$ cat config.mk
export PLATFORM = sky130hd
export DESIGN_NAME = pfs_powerup_seq
export DESIGN_NICKNAME = d
export VERILOG_FILES = /design/src/verilog/pfs_pkg.sv /design/src/verilog/pfs_sync2.sv /design/src/verilog/pfs_pulse_gen.sv /design/src/verilog/pfs_powerup_seq.sv
export SDC_FILE = /design/constraint.sdc
export NUM_CORES = 1
export LEC_CHECK = 0
export BUFFER_PORTS_ARGS = -buffer_cell sky130_fd_sc_hd__buf_2
export CORE_MARGIN = 4
export CORE_UTILIZATION = 43
export CTS_CLUSTER_DIAMETER = 100
export CTS_CLUSTER_SIZE = 24
export DETAILED_ROUTE_END_ITERATION = 8
export PLACE_DENSITY = 0.64
export RECOVER_POWER = 25
export SETUP_SLACK_MARGIN = 0.1
export SYNTH_ARGS = -nofsm -noshare
export SYNTH_HDL_FRONTEND = slang
export SYNTH_SLANG_ARGS = --single-unit
$ cat constraint.sdc
create_clock -name CLK -period 4.6 [get_ports CLK]
set_input_delay 0.23 -clock CLK [delete_from_list [all_inputs] [get_ports CLK]]
set_output_delay 0.23 -clock CLK [all_outputs]
set_load 0.02 [all_outputs]
$ cat src/verilog/pfs_pkg.sv
package pfs_pkg;

	// Clock and line timing, in nanoseconds and in cycles.
	localparam int CLK_PERIOD_NS = 10;
	localparam int SYNC_LOW_NS = 500;
	localparam int SHARE_PERIOD_NS = 10000;
	localparam int SHARE_LOW_NS = 1000;
	localparam int SYNC_LOW_CYC = (SYNC_LOW_NS + CLK_PERIOD_NS - 1)
		/ CLK_PERIOD_NS;
	localparam int SHARE_PERIOD_CYC = SHARE_PERIOD_NS / CLK_PERIOD_NS;
	localparam int SHARE_LOW_CYC = (SHARE_LOW_NS + CLK_PERIOD_NS - 1)
		/ CLK_PERIOD_NS;
	localparam int SYNC_PERIOD_CYC_DFLT = 400;

	// Channel and fault source layout.
	localparam int NCH = 2;
	localparam int NSRC = 5;
	localparam int SRC_OV = 0;
	localparam int SRC_UV = 1;
	localparam int SRC_OC = 2;
	localparam int SRC_OT = 3;
	localparam int SRC_TMG = 4;
	localparam int DLY_W = 16;

	// Addressing and unlock sequence of the uninitialised memory state.
	localparam logic [6:0] UNINIT_ADDR_A = 7'h5A;
	localparam logic [6:0] UNINIT_ADDR_B = 7'h5B;
	localparam logic [7:0] UNLOCK_CMD = 8'hBD;
	localparam logic [7:0] UNLOCK_KEY1 = 8'h2B;
	localparam logic [7:0] UNLOCK_KEY2 = 8'hC4;

	// Common status layout and reset value.
	localparam int STAT_NVM_INIT_BIT = 3;
	localparam logic [7:0] COMMON_STATUS_RST = 8'h00;

	// Alert flag positions.
	localparam int ALR_COMM = 0;
	localparam int ALR_HELD = 1;
	localparam int ALR_EXT = 2;
	localparam int NALR = 3;

	// Gate drive level codes and targets in millivolts.
	localparam logic [1:0] DRV_CODE_6V3 = 2'h0;
	localparam logic [1:0] DRV_CODE_7V4 = 2'h1;
	localparam logic [1:0] DRV_CODE_9V0 = 2'h2;
	localparam logic [13:0] DRV_MV_6V3 = 14'h189C;
	localparam logic [13:0] DRV_MV_7V4 = 14'h1CE8;
	localparam logic [13:0] DRV_MV_9V0 = 14'h2328;

	typedef enum logic [1:0] {
		RESP_IGNORE = 2'b00,
		RESP_LATCH = 2'b01,
		RESP_RETRY = 2'b10
	} pfs_resp_e;

	typedef enum logic [1:0] {
		ST_LOCKOUT = 2'b00,
		ST_WAIT_IN = 2'b01,
		ST_ACTIVE = 2'b10
	} pfs_state_e;

	typedef enum logic [2:0] {
		CH_IDLE = 3'b000,
		CH_WAIT = 3'b001,
		CH_ON = 3'b010,
		CH_LATCH = 3'b011,
		CH_RETRY = 3'b100
	} pfs_ch_e;

	// Maps the drive level code to its target; code 3 falls back to 6.3V.
	function automatic logic [13:0] drv_target_mv(input logic [1:0] sel);
		logic [13:0] mv;
		mv = DRV_MV_6V3;
		if (sel == DRV_CODE_7V4)
			mv = DRV_MV_7V4;
		else if (sel == DRV_CODE_9V0)
			mv = DRV_MV_9V0;
		return mv;
	endfunction : drv_target_mv

endpackage : pfs_pkg

$ cat src/verilog/pfs_sync2.sv
`timescale 1ns/100ps
module pfs_sync2 #(
	parameter int W = 1
) (
	input wire logic clk,
	input wire logic rst,
	input wire logic [W-1:0] d,
	output logic [W-1:0] q
);
	logic [W-1:0] meta;

	// Two-stage synchroniser; the first stage feeds only the second.
	always_ff @(posedge clk or posedge rst) begin
		if (rst) begin
			meta <= '0;
			q <= '0;
		end else begin
			meta <= d;
			q <= meta;
		end
	end
endmodule : pfs_sync2

$ cat src/verilog/pfs_pulse_gen.sv
`timescale 1ns/100ps
module pfs_pulse_gen #(
	parameter int PERIOD = 1000,
	parameter int LOW = 100
) (
	input wire logic clk,
	input wire logic rst,
	input wire logic en,
	input wire logic hold_low,
	output logic pull_low
);
	localparam int CW = $clog2(PERIOD);
	localparam logic [CW-1:0] LAST = CW'(PERIOD - 1);
	localparam logic [CW-1:0] LOWV = CW'(LOW);

	logic [CW-1:0] cnt;
	wire logic wrap = (cnt == LAST);
	wire logic in_low = en && (cnt < LOWV);

	// Period counter; each period opens with the pulled-low phase.
	always_ff @(posedge clk or posedge rst) begin
		if (rst) begin
			cnt <= '0;
			pull_low <= 1'b0;
		end else begin
			cnt <= (!en || wrap) ? '0 : cnt + 1'b1;
			pull_low <= hold_low || in_low;
		end
	end
endmodule : pfs_pulse_gen

$ cat src/verilog/pfs_powerup_seq.sv
`timescale 1ns/100ps
// How it works
// RQ1: Sequencing waits for input above turn-on level.
// RQ2: Below turn-off: hold timebase low, restart normally.
// RQ3: Leave lockout on supplies; release run on 3V3.
// RQ4: Held fault line at power-apply always alerts.
// RQ5: Transaction cut by reset counts as comm fault.
// RQ6: Communication fault pulls the alert line low.
// RQ7: Logic supply alone runs bus, never power stages.
// RQ8: Status bit 3 low while input never applied.
// RQ9: Uninitialised: acknowledge only addresses 5A, 5B.
// RQ10: Host unlock sequence restores configured address.
// RQ11: Host stores all settings after configuring.
// RQ12: After programming, PWM and ADC wait for restart.
// RQ13: Fault line pulled low by selected fault kinds.
// RQ14: Fault line sensed as input while driven.
// RQ15: Fault response: ignore, latch off, or retry.
// RQ16: Overvoltage forces top gate on, bottom low.
// RQ17: Sync line pulsed low 500ns each period.
// RQ18: Timebase period 10us, low for 1us.
// RQ19: Drive level code selects 6.3, 7.4 or 9V.
// RQ20: Turn-on wait after run release before ramp.
// RQ21: Alert stays low until host clears flag.
// RQ22: Retry interval then full restart with wait.
module pfs_powerup_seq
	import pfs_pkg::*;
#(
	parameter int SYNC_PERIOD_CYC = pfs_pkg::SYNC_PERIOD_CYC_DFLT
) (
	// Clock and reset.
	input wire logic CLK,
	input wire logic SYS_RST,
	// Supply and input comparators.
	input wire logic BIAS_SUPPLY_OK,
	input wire logic RAILS_OK,
	input wire logic LOGIC_SUPPLY_3V3_OK,
	input wire logic INPUT_ABOVE_TURN_ON,
	input wire logic INPUT_BELOW_TURN_OFF,
	// Run line.
	input wire logic RUN_LINE_IN,
	output logic RUN_LINE_OUT,
	output logic RUN_LINE_OE,
	// Shared timebase line.
	input wire logic SHARE_IN,
	output logic SHARE_OUT,
	output logic SHARE_OE,
	// Sync line.
	input wire logic SYNC_EN,
	output logic SYNC_OUT,
	output logic SYNC_OE,
	// Channel fault lines.
	input wire logic [pfs_pkg::NCH-1:0] CHANNEL_FAULT_LINE_IN,
	output logic [pfs_pkg::NCH-1:0] CHANNEL_FAULT_LINE_OUT,
	output logic [pfs_pkg::NCH-1:0] CHANNEL_FAULT_LINE_OE,
	// Fault detectors, one bit per channel.
	input wire logic [pfs_pkg::NCH-1:0] OV_DET,
	input wire logic [pfs_pkg::NCH-1:0] UV_DET,
	input wire logic [pfs_pkg::NCH-1:0] OC_DET,
	input wire logic [pfs_pkg::NCH-1:0] OT_DET,
	input wire logic [pfs_pkg::NCH-1:0] TMG_DET,
	// Fault configuration.
	input wire logic [pfs_pkg::NCH*pfs_pkg::NSRC-1:0] FLT_PROP_MASK,
	input wire logic [2*pfs_pkg::NCH-1:0] FLT_RESP,
	input wire logic [pfs_pkg::NCH-1:0] FLT_LISTEN,
	// Sequencing delays in timebase ticks.
	input wire logic [pfs_pkg::DLY_W-1:0] TURN_ON_WAIT,
	input wire logic [pfs_pkg::DLY_W-1:0] RETRY_INTERVAL,
	// Gate drive.
	input wire logic [pfs_pkg::NCH-1:0] PWM_TOP_REQ,
	input wire logic [pfs_pkg::NCH-1:0] PWM_BOT_REQ,
	output logic [pfs_pkg::NCH-1:0] TOP_GATE_OUT,
	output logic [pfs_pkg::NCH-1:0] BOTTOM_GATE_OUT,
	output logic [pfs_pkg::NCH-1:0] PWM_EN,
	output logic ADC_VALID,
	input wire logic [1:0] GATE_DRIVE_LEVEL_SEL,
	output logic [13:0] DRV_TARGET_MV,
	// Decoded management bus events.
	input wire logic BUS_BUSY,
	input wire logic BUS_ADDR_STB,
	input wire logic [6:0] BUS_ADDR,
	input wire logic BUS_WR_STB,
	input wire logic [7:0] BUS_CMD,
	input wire logic [7:0] BUS_DATA,
	input wire logic BUS_ABORT,
	input wire logic SOFT_RESTART_CMD,
	input wire logic [6:0] CFG_ADDR,
	output logic BUS_ACK,
	// Alert and status.
	input wire logic ALERT_MASK_HELD,
	input wire logic [pfs_pkg::NALR-1:0] ALERT_CLR,
	output logic ALERT_OUT,
	output logic ALERT_OE,
	output logic [pfs_pkg::NALR-1:0] ALERT_STATUS,
	output logic [7:0] COMMON_STATUS_CMD
);
	// Seven single inputs plus six inputs per channel.
	localparam int NS = 7 + 6 * NCH;

	// Synchronised copies of the supply, comparator, line and fault detector inputs.
	logic [NS-1:0] pin_raw;
	logic [NS-1:0] pin_s;
	// Idle-high wires pass inverted, so the cleared stages read as idle.
	assign pin_raw = {TMG_DET, OT_DET, OC_DET, UV_DET, OV_DET,
		~CHANNEL_FAULT_LINE_IN, ~SHARE_IN, ~RUN_LINE_IN,
		INPUT_BELOW_TURN_OFF, INPUT_ABOVE_TURN_ON,
		LOGIC_SUPPLY_3V3_OK, RAILS_OK, BIAS_SUPPLY_OK};

	pfs_sync2 #(.W(NS)) u_sync (
		.clk(CLK),
		.rst(SYS_RST),
		.d(pin_raw),
		.q(pin_s)
	);

	wire logic bias_ok = pin_s[0];
	wire logic rails_ok = pin_s[1];
	wire logic logic_ok = pin_s[2];
	wire logic in_on = pin_s[3];
	wire logic in_off = pin_s[4];
	wire logic run_in = !pin_s[5];
	wire logic share_in = !pin_s[6];
	wire logic [NCH-1:0] fault_in = ~pin_s[7 +: NCH];
	wire logic [NCH-1:0] ov_s = pin_s[7 + NCH +: NCH];
	wire logic [NCH-1:0] uv_s = pin_s[7 + 2 * NCH +: NCH];
	wire logic [NCH-1:0] oc_s = pin_s[7 + 3 * NCH +: NCH];
	wire logic [NCH-1:0] ot_s = pin_s[7 + 4 * NCH +: NCH];
	wire logic [NCH-1:0] tmg_s = pin_s[7 + 5 * NCH +: NCH];

	// State.
	pfs_state_e state;
	pfs_state_e next_state;
	pfs_ch_e ch_state [NCH];
	pfs_ch_e next_ch_state [NCH];
	logic [DLY_W-1:0] ch_cnt [NCH];
	logic [DLY_W-1:0] next_ch_cnt [NCH];
	logic share_prev;
	logic bias_prev;
	logic first_cyc;
	logic in_seen;
	logic unlocked;
	logic unlock_step;
	logic cur_acked;
	logic [6:0] cur_addr;
	logic prog_mode;
	logic restart_pend;
	logic [NALR-1:0] alert_flag;
	logic [NALR-1:0] next_alert;
	logic [NCH-1:0] next_fault_oe;
	logic [NCH-1:0] ext_low;

	// Supply gating and sequencing permission.
	wire logic supplies_ok = bias_ok && rails_ok && logic_ok; // [RQ3]
	wire logic seq_ok = (state == ST_ACTIVE) && !restart_pend
		&& run_in; // [RQ1] [RQ12]
	wire logic tick = share_prev && !share_in;
	wire logic share_hold = (state != ST_ACTIVE); // [RQ2]

	// Supply and input sequencing.
	always_comb begin
		next_state = state;
		unique case (state)
			ST_LOCKOUT: begin
				if (supplies_ok)
					next_state = ST_WAIT_IN; // [RQ3]
			end
			ST_WAIT_IN: begin
				if (!supplies_ok)
					next_state = ST_LOCKOUT;
				else if (in_on)
					next_state = ST_ACTIVE; // [RQ1] [RQ2]
			end
			ST_ACTIVE: begin
				if (!supplies_ok)
					next_state = ST_LOCKOUT;
				else if (in_off || SOFT_RESTART_CMD)
					next_state = ST_WAIT_IN; // [RQ2]
			end
			default: next_state = ST_LOCKOUT;
		endcase
	end

	// Per-channel turn-on wait, run and fault response.
	always_comb begin
		logic [NSRC-1:0] src;
		logic flt;
		logic [1:0] resp;
		logic shut;
		src = '0;
		flt = 1'b0;
		resp = 2'b00;
		shut = 1'b0;
		for (int c = 0; c < NCH; c++) begin
			src = {tmg_s[c], ot_s[c], oc_s[c], uv_s[c], ov_s[c]};
			next_fault_oe[c] = |(src & FLT_PROP_MASK[c*NSRC +: NSRC]); // [RQ13]
			ext_low[c] = !fault_in[c] && !CHANNEL_FAULT_LINE_OE[c];
			flt = (|src) || (!fault_in[c] && FLT_LISTEN[c]); // [RQ14]
			resp = FLT_RESP[2*c +: 2];
			shut = flt && (resp == RESP_LATCH || resp == RESP_RETRY); // [RQ15]
			next_ch_state[c] = ch_state[c];
			next_ch_cnt[c] = ch_cnt[c];
			if (!seq_ok) begin
				next_ch_state[c] = CH_IDLE;
			end else begin
				unique case (ch_state[c])
					CH_IDLE: begin
						next_ch_state[c] = CH_WAIT; // [RQ20]
						next_ch_cnt[c] = TURN_ON_WAIT;
					end
					CH_WAIT, CH_ON: begin
						if (shut && resp == RESP_LATCH) begin
							next_ch_state[c] = CH_LATCH; // [RQ15]
						end else if (shut) begin
							next_ch_state[c] = CH_RETRY; // [RQ22]
							next_ch_cnt[c] = RETRY_INTERVAL;
						end else if (ch_state[c] == CH_WAIT) begin
							if (ch_cnt[c] == '0)
								next_ch_state[c] = CH_ON; // [RQ20]
							else if (tick)
								next_ch_cnt[c] = ch_cnt[c] - 1'b1;
						end
					end
					CH_RETRY: begin
						if (ch_cnt[c] == '0) begin
							next_ch_state[c] = CH_WAIT; // [RQ22]
							next_ch_cnt[c] = TURN_ON_WAIT;
						end else if (tick) begin
							next_ch_cnt[c] = ch_cnt[c] - 1'b1;
						end
					end
					CH_LATCH: next_ch_state[c] = CH_LATCH;
					default: next_ch_state[c] = CH_IDLE;
				endcase
			end
		end
	end

	// Address decode and unlock sequence detection.
	wire logic nvm_uninit = !in_seen && !unlocked;
	wire logic addr_ok = nvm_uninit
		? (BUS_ADDR == UNINIT_ADDR_A || BUS_ADDR == UNINIT_ADDR_B)
		: (BUS_ADDR == CFG_ADDR); // [RQ9]
	wire logic unlock_wr = BUS_WR_STB && cur_acked
		&& cur_addr == UNINIT_ADDR_B && BUS_CMD == UNLOCK_CMD;
	wire logic key1 = unlock_wr && BUS_DATA == UNLOCK_KEY1;
	wire logic key2 = unlock_wr && BUS_DATA == UNLOCK_KEY2
		&& unlock_step; // [RQ10]

	// Alert events; a new event wins over a clear in the same cycle.
	wire logic comm_evt = BUS_ABORT || (first_cyc && BUS_BUSY); // [RQ5]
	wire logic held_evt = in_on && !in_seen
		&& (fault_in != {NCH{1'b1}}); // [RQ4]
	wire logic ext_evt = (|ext_low) && !ALERT_MASK_HELD;
	wire logic [NALR-1:0] alert_set = {ext_evt, held_evt, comm_evt};
	assign next_alert = (alert_flag & ~ALERT_CLR) | alert_set; // [RQ21]

	// Restart request after memory programming from the logic supply.
	wire logic bias_rise = bias_ok && !bias_prev;
	wire logic restart_set = prog_mode && bias_rise;

	// Sequencing registers.
	always_ff @(posedge CLK or posedge SYS_RST) begin
		if (SYS_RST) begin
			state <= ST_LOCKOUT;
			share_prev <= 1'b0;
			bias_prev <= 1'b0;
		end else begin
			state <= next_state;
			share_prev <= share_in;
			bias_prev <= bias_ok;
		end
	end

	// Channel registers.
	always_ff @(posedge CLK or posedge SYS_RST) begin
		if (SYS_RST) begin
			for (int c = 0; c < NCH; c++) begin
				ch_state[c] <= CH_IDLE;
				ch_cnt[c] <= '0;
			end
		end else begin
			for (int c = 0; c < NCH; c++) begin
				ch_state[c] <= next_ch_state[c];
				ch_cnt[c] <= next_ch_cnt[c];
			end
		end
	end

	// Bus-facing state; runs from the logic supply alone.
	always_ff @(posedge CLK or posedge SYS_RST) begin
		if (SYS_RST) begin
			first_cyc <= 1'b1;
			cur_acked <= 1'b0;
			cur_addr <= 7'h00;
			unlock_step <= 1'b0;
			unlocked <= 1'b0;
			BUS_ACK <= 1'b0;
		end else begin
			first_cyc <= 1'b0;
			BUS_ACK <= BUS_ADDR_STB && addr_ok; // [RQ7] [RQ9]
			if (BUS_ADDR_STB) begin
				cur_acked <= addr_ok;
				cur_addr <= BUS_ADDR;
			end
			if (BUS_WR_STB)
				unlock_step <= key1;
			if (key2)
				unlocked <= 1'b1; // [RQ10]
		end
	end

	// Memory state, restart hold and alert flags.
	always_ff @(posedge CLK or posedge SYS_RST) begin
		if (SYS_RST) begin
			in_seen <= 1'b0;
			prog_mode <= 1'b0;
			restart_pend <= 1'b0;
			alert_flag <= '0;
		end else begin
			if (in_on)
				in_seen <= 1'b1; // [RQ8]
			if (logic_ok && !bias_ok)
				prog_mode <= 1'b1; // [RQ7]
			else if (SOFT_RESTART_CMD && !restart_set)
				prog_mode <= 1'b0;
			restart_pend <= restart_set
				|| (restart_pend && !SOFT_RESTART_CMD); // [RQ12]
			alert_flag <= next_alert; // [RQ6] [RQ21]
		end
	end

	// Sync line pulse generator.
	pfs_pulse_gen #(
		.PERIOD(SYNC_PERIOD_CYC),
		.LOW(SYNC_LOW_CYC)
	) u_sync_gen (
		.clk(CLK),
		.rst(SYS_RST),
		.en(SYNC_EN), // [RQ17]
		.hold_low(1'b0),
		.pull_low(SYNC_OE)
	);

	// Shared timebase generator, held low outside active sequencing.
	pfs_pulse_gen #(
		.PERIOD(SHARE_PERIOD_CYC),
		.LOW(SHARE_LOW_CYC)
	) u_share_gen (
		.clk(CLK),
		.rst(SYS_RST),
		.en(1'b1), // [RQ18]
		.hold_low(share_hold), // [RQ2]
		.pull_low(SHARE_OE)
	);

	// Gate, enable and status outputs.
	always_ff @(posedge CLK or posedge SYS_RST) begin
		if (SYS_RST) begin
			TOP_GATE_OUT <= '0;
			BOTTOM_GATE_OUT <= '0;
			PWM_EN <= '0;
			ADC_VALID <= 1'b0;
			DRV_TARGET_MV <= DRV_MV_6V3;
			COMMON_STATUS_CMD <= COMMON_STATUS_RST;
			CHANNEL_FAULT_LINE_OE <= '0;
			ALERT_OE <= 1'b0;
			ALERT_STATUS <= '0;
			RUN_LINE_OE <= 1'b1;
		end else begin
			for (int c = 0; c < NCH; c++) begin
				PWM_EN[c] <= (ch_state[c] == CH_ON); // [RQ7] [RQ12]
				TOP_GATE_OUT[c] <= ov_s[c]
					|| (ch_state[c] == CH_ON && PWM_TOP_REQ[c]); // [RQ16]
				BOTTOM_GATE_OUT[c] <= !ov_s[c]
					&& ch_state[c] == CH_ON && PWM_BOT_REQ[c]; // [RQ16]
			end
			ADC_VALID <= (state != ST_LOCKOUT) && !restart_pend; // [RQ12]
			DRV_TARGET_MV <= drv_target_mv(GATE_DRIVE_LEVEL_SEL); // [RQ19]
			COMMON_STATUS_CMD <= COMMON_STATUS_RST;
			COMMON_STATUS_CMD[STAT_NVM_INIT_BIT] <= in_seen; // [RQ8]
			CHANNEL_FAULT_LINE_OE <= next_fault_oe; // [RQ13]
			ALERT_OE <= |next_alert; // [RQ4] [RQ6]
			ALERT_STATUS <= next_alert;
			RUN_LINE_OE <= (next_state == ST_LOCKOUT); // [RQ3]
		end
	end

	// Open-drain data levels are always low; only the enables move.
	always_ff @(posedge CLK or posedge SYS_RST) begin
		if (SYS_RST) begin
			RUN_LINE_OUT <= 1'b0;
			SHARE_OUT <= 1'b0;
			SYNC_OUT <= 1'b0;
			CHANNEL_FAULT_LINE_OUT <= '0;
			ALERT_OUT <= 1'b0;
		end else begin
			RUN_LINE_OUT <= 1'b0;
			SHARE_OUT <= 1'b0;
			SYNC_OUT <= 1'b0;
			CHANNEL_FAULT_LINE_OUT <= '0;
			ALERT_OUT <= 1'b0;
		end
	end
endmodule : pfs_powerup_seq

==> summary.txt <==
Final layout
  – Area grow syn2layout: 22.8%
  – Footprint of the multi-input gates: 3100 sq um
  – Layout fillers: 1452
  – Util after Layout: 53.6%
  – Proportion of layout cells with a drive suffix above 1: 23.4%
  – Register area: 3410 sq um
  – Non-Filler Instances: 1075
  – NumNets Final: 972
  – Ant diodes: 0

CTS
  – Htree depth: 4
  – Clk_lat worst skew: 0.43 ns
  – Clock sinks: 136
  – Post-CTS Hold Buffers: 23
  – CTS root buf: clkbuf_16
  – CTS Buffer Depth: 2
  – Cts repair resizes: 0
  – TritonCTS Buffers: 17
  – CTS tree: yes
  – Post-CTS setup buffers: 0
  – Clock transition at the registers of the reported paths: 0.06 ns

Run
  – # Max-Cap Violations: 1

Status
  – Failing checks: max-capacitance violations, max-slew violations
  – Outcome: complete, but fails checks

Die
  – Die width: 135 microns
  – Starting density of the core: 43.7%
  – # IOs: 160
  – Floorplan core area: 15800 sq um
  – # rows: 46
  – Die ar.: 18100 sq um
  – Die Ht: 135 microns

Min path
  – Worst hold path class: in -> reg

GRT
  – First-pass GRT wire length: 30600 microns
  – Vias in the first global route: 5984
  – Initial antenna violation count: 0
  – Global route total overflow: 0
  – Largest net degree at the start of global routing: 93
  – Total global-route track usage: 21.3%

Timing
  – Relative slew margins: -128%
  – Setup violators final: 0
  – Worst Tran Pin Value: 3.42 ns
  – Slew Limit Fails: 93
  – Clk_skew: 0.0100 ns
  – Fin. Hold Viols: 0
  – TNS Setup: 0 ns
  – Fin crit share: 68.8%
  – Tmin final: 3.16 ns
  – Hold Slack: 0.0134 ns
  – RSZ-0062 raised after global routing: no
  – Fmax achieved: 316 MHz

Yosys
  – Avg Inst Size Synth: 9.89 sq um
  – EDFF count, synth: 0
  – Synth async-reset ratio: 100%
  – Synthesized area: 6890 sq um
  – Yosys Warn Count: 0
  – Cells after Synth: 697
  – Synth Register Bits: 136
  – Synth unique cells: 76
  – Register area share after synthesis: 49.5%
  – Ys flop type: dfrtp_1

Worst setup path
  – Critical path fanouts, max: 13
  – Crit path capture type: register
  – Critical Path RT: 4.88 ns
  – Worst setup SP type: register
  – Crit Path Category: reg -> reg
  – Worst EP arrival: 3.44 ns

Placement
  – DP Cell Count: 1020
  – # port buffers: 143
  – Routability congestion estimate: 0.939
  – Post-detail-place hpwl: 13700 microns

Detailed routing
  – Remaining antenna violation count: 0
  – Via count: 6082
  – Routed vias/inst: 5.66
  – DRC: 0
  – Initial DRC count: 567
  – First-pass DRT Iterations: 6
  – Final wirelength: 18800 microns
  – Wire per inst: 17.5 microns

Pwr
  – Pleak: 0.00378 uW
  – Cell Pwr Density: 364 nW/um^2
  – PnR Total Power: 3080 uW
  – Max VDD drop: 0.387 mV
metal layers:
metal,share of wire (%),GRT usage (%),vias to the layer above,routed length (microns)
li1,-,-,2837,-
met2,48,34.3,250,8980
met1,42,28.2,2970,7980
met4,1.7,6.17,0,320
met3,8.2,6.15,25,1550
met5,0,0,-,0
Yosys cell counts, types with 6 or more instances:
| library cell | number | share of area (%) |
|---|---|---|
| and3_1 | 9 | 0.82 |
| a21oi_1 | 25 | 1.8 |
| xnor2_1 | 9 | 1.1 |
| o2bb2ai_1 | 17 | 2.2 |
| o41ai_1 | 8 | 1.0 |
| inv_1 | 31 | 1.7 |
| nor2_1 | 53 | 2.9 |
| nand2_1 | 57 | 3.1 |
| nand4_1 | 7 | 0.64 |
| nor4_1 | 15 | 1.4 |
| a31oi_1 | 10 | 0.91 |
| buf_4 | 22 | 2.4 |
| o22ai_1 | 6 | 0.54 |
| mux2_2 | 8 | 1.3 |
| clkbuf_1 | 23 | 1.3 |
| xor2_1 | 11 | 1.4 |
| a32oi_1 | 6 | 0.76 |
| a221oi_1 | 12 | 1.5 |
| or3_1 | 10 | 0.91 |
| dfrtp_1 | 132 | 48 |
| nor3_1 | 27 | 2.0 |
| ha_1 | 11 | 2.0 |
| a22o_1 | 12 | 1.5 |
| o21ai_0 | 44 | 3.2 |
| nand3_1 | 18 | 1.3 |
| o31ai_1 | 6 | 0.65 |
worst max-delay path: stages (launching register included):
cell and delay, ns:
dfrtp_1 0.41, inv_1 0.10, ha_1 0.14, or4b_2 0.56, or3_1 0.42, o21bai_1 0.85, nand2_1 0.23, a21oi_1 0.19
o22ai_1 0.10
through the flow:
stage | area (sq um) | setup slack, ns
final | 8460 | 1.44
after detailed placement | 7650 | 1.50
after CTS | 8470 | 1.48
after global routing | 8460 | 0.694
after global placement | 7650 | 1.63
after floorplan | 6950 | 0.737
path summary, 6_finish.rpt:
path	start	to	slack, ns	cells after the start
setup / recovery	ch_cnt[0]	ch_cnt[15]	1.44	8
hold / removal	BUS_WR_STB	unlock_step	0.01	2
setup reg to reg	ch_cnt[0]	ch_cnt[15]	1.44	8
hold reg to reg	u_sync.meta[0]	u_sync.q[0]	0.35	0
max in group asynchronous	SYS_RST	ch_state[5]	1.58	2
min in group asynchronous	SYS_RST	DRV_TARGET_MV[9]	1.06	2
registers in the layout (all words and copies together), names as in the netlist, 3 cells and up:
name	count
ch_cnt	32
u_sync.meta	19
u_sync.q	19
u_share_gen.cnt	10
u_sync_gen.cnt	9
cur_addr	7
ch_state	6
DRV_TARGET_MV	5
ALERT_STATUS	3
logic make-up (layout without fill, tap and decap cells):
| family | Yosys count | count (layout) | synth area share, % |
|---|---|---|---|
| and+or+nand+nor | 244 | 244 | 18.5 |
| DFF | 136 | 136 | 49.5 |
| adders and majority gates | 11 | 11 | 2.00 |
| buffers and inverters | 86 | 233 | 6.41 |
| xor gates and xnor gates | 20 | 20 | 2.54 |
| other | 2 | 17 | 0.109 |
| muxes | 11 | 11 | 1.74 |
| AOI/OAI and AO/OA | 187 | 187 | 19.2 |
power by group:
group          leakage, uW  switching (uW)  total, uW  internal (uW)
Combinational      0.00183             224        384            160
Sequential         0.00168            67.9       1340           1270
Clock             0.000277             539       1360            817
layout by cell type (no fill, tap or decap), types with 5 or more instances in the layout:
cell             n
ha_1            11
a221oi_1        12
a21oi_1         24
xor2_1          11
nand4b_1         5
a22o_1          12
nand3_1         18
or3_1           10
mux2_2           8
conb_1          17
clkbuf_16       17
a32oi_1          6
nand2_1         57
o31ai_1          6
dfrtp_1        132
buf_2          140
nor2_1          53
inv_1           31
a21o_1           5
nor3_1          27
o22ai_1          6
a22oi_1          5
o41ai_1          8
dlygate4sd3_1   23
nand4_1          7
a31oi_1         10
and3_1           9
xnor2_1          9
o2bb2ai_1       17
or4_1            5
nand2b_1         5
nor4_1          15
o21ai_0         44
final cells by class:
type | count | share of cell area, %
flip-flops and latches | 136 | 40.3
multi-input cells | 490 | 36.7
repair buffers | 170 | 11.5
clock buffers | 19 | 5.24
well taps | 216 | 3.20
clock inverters | 13 | 1.75
inverters | 31 | 1.38
Power figures use the tool's default switching activity.
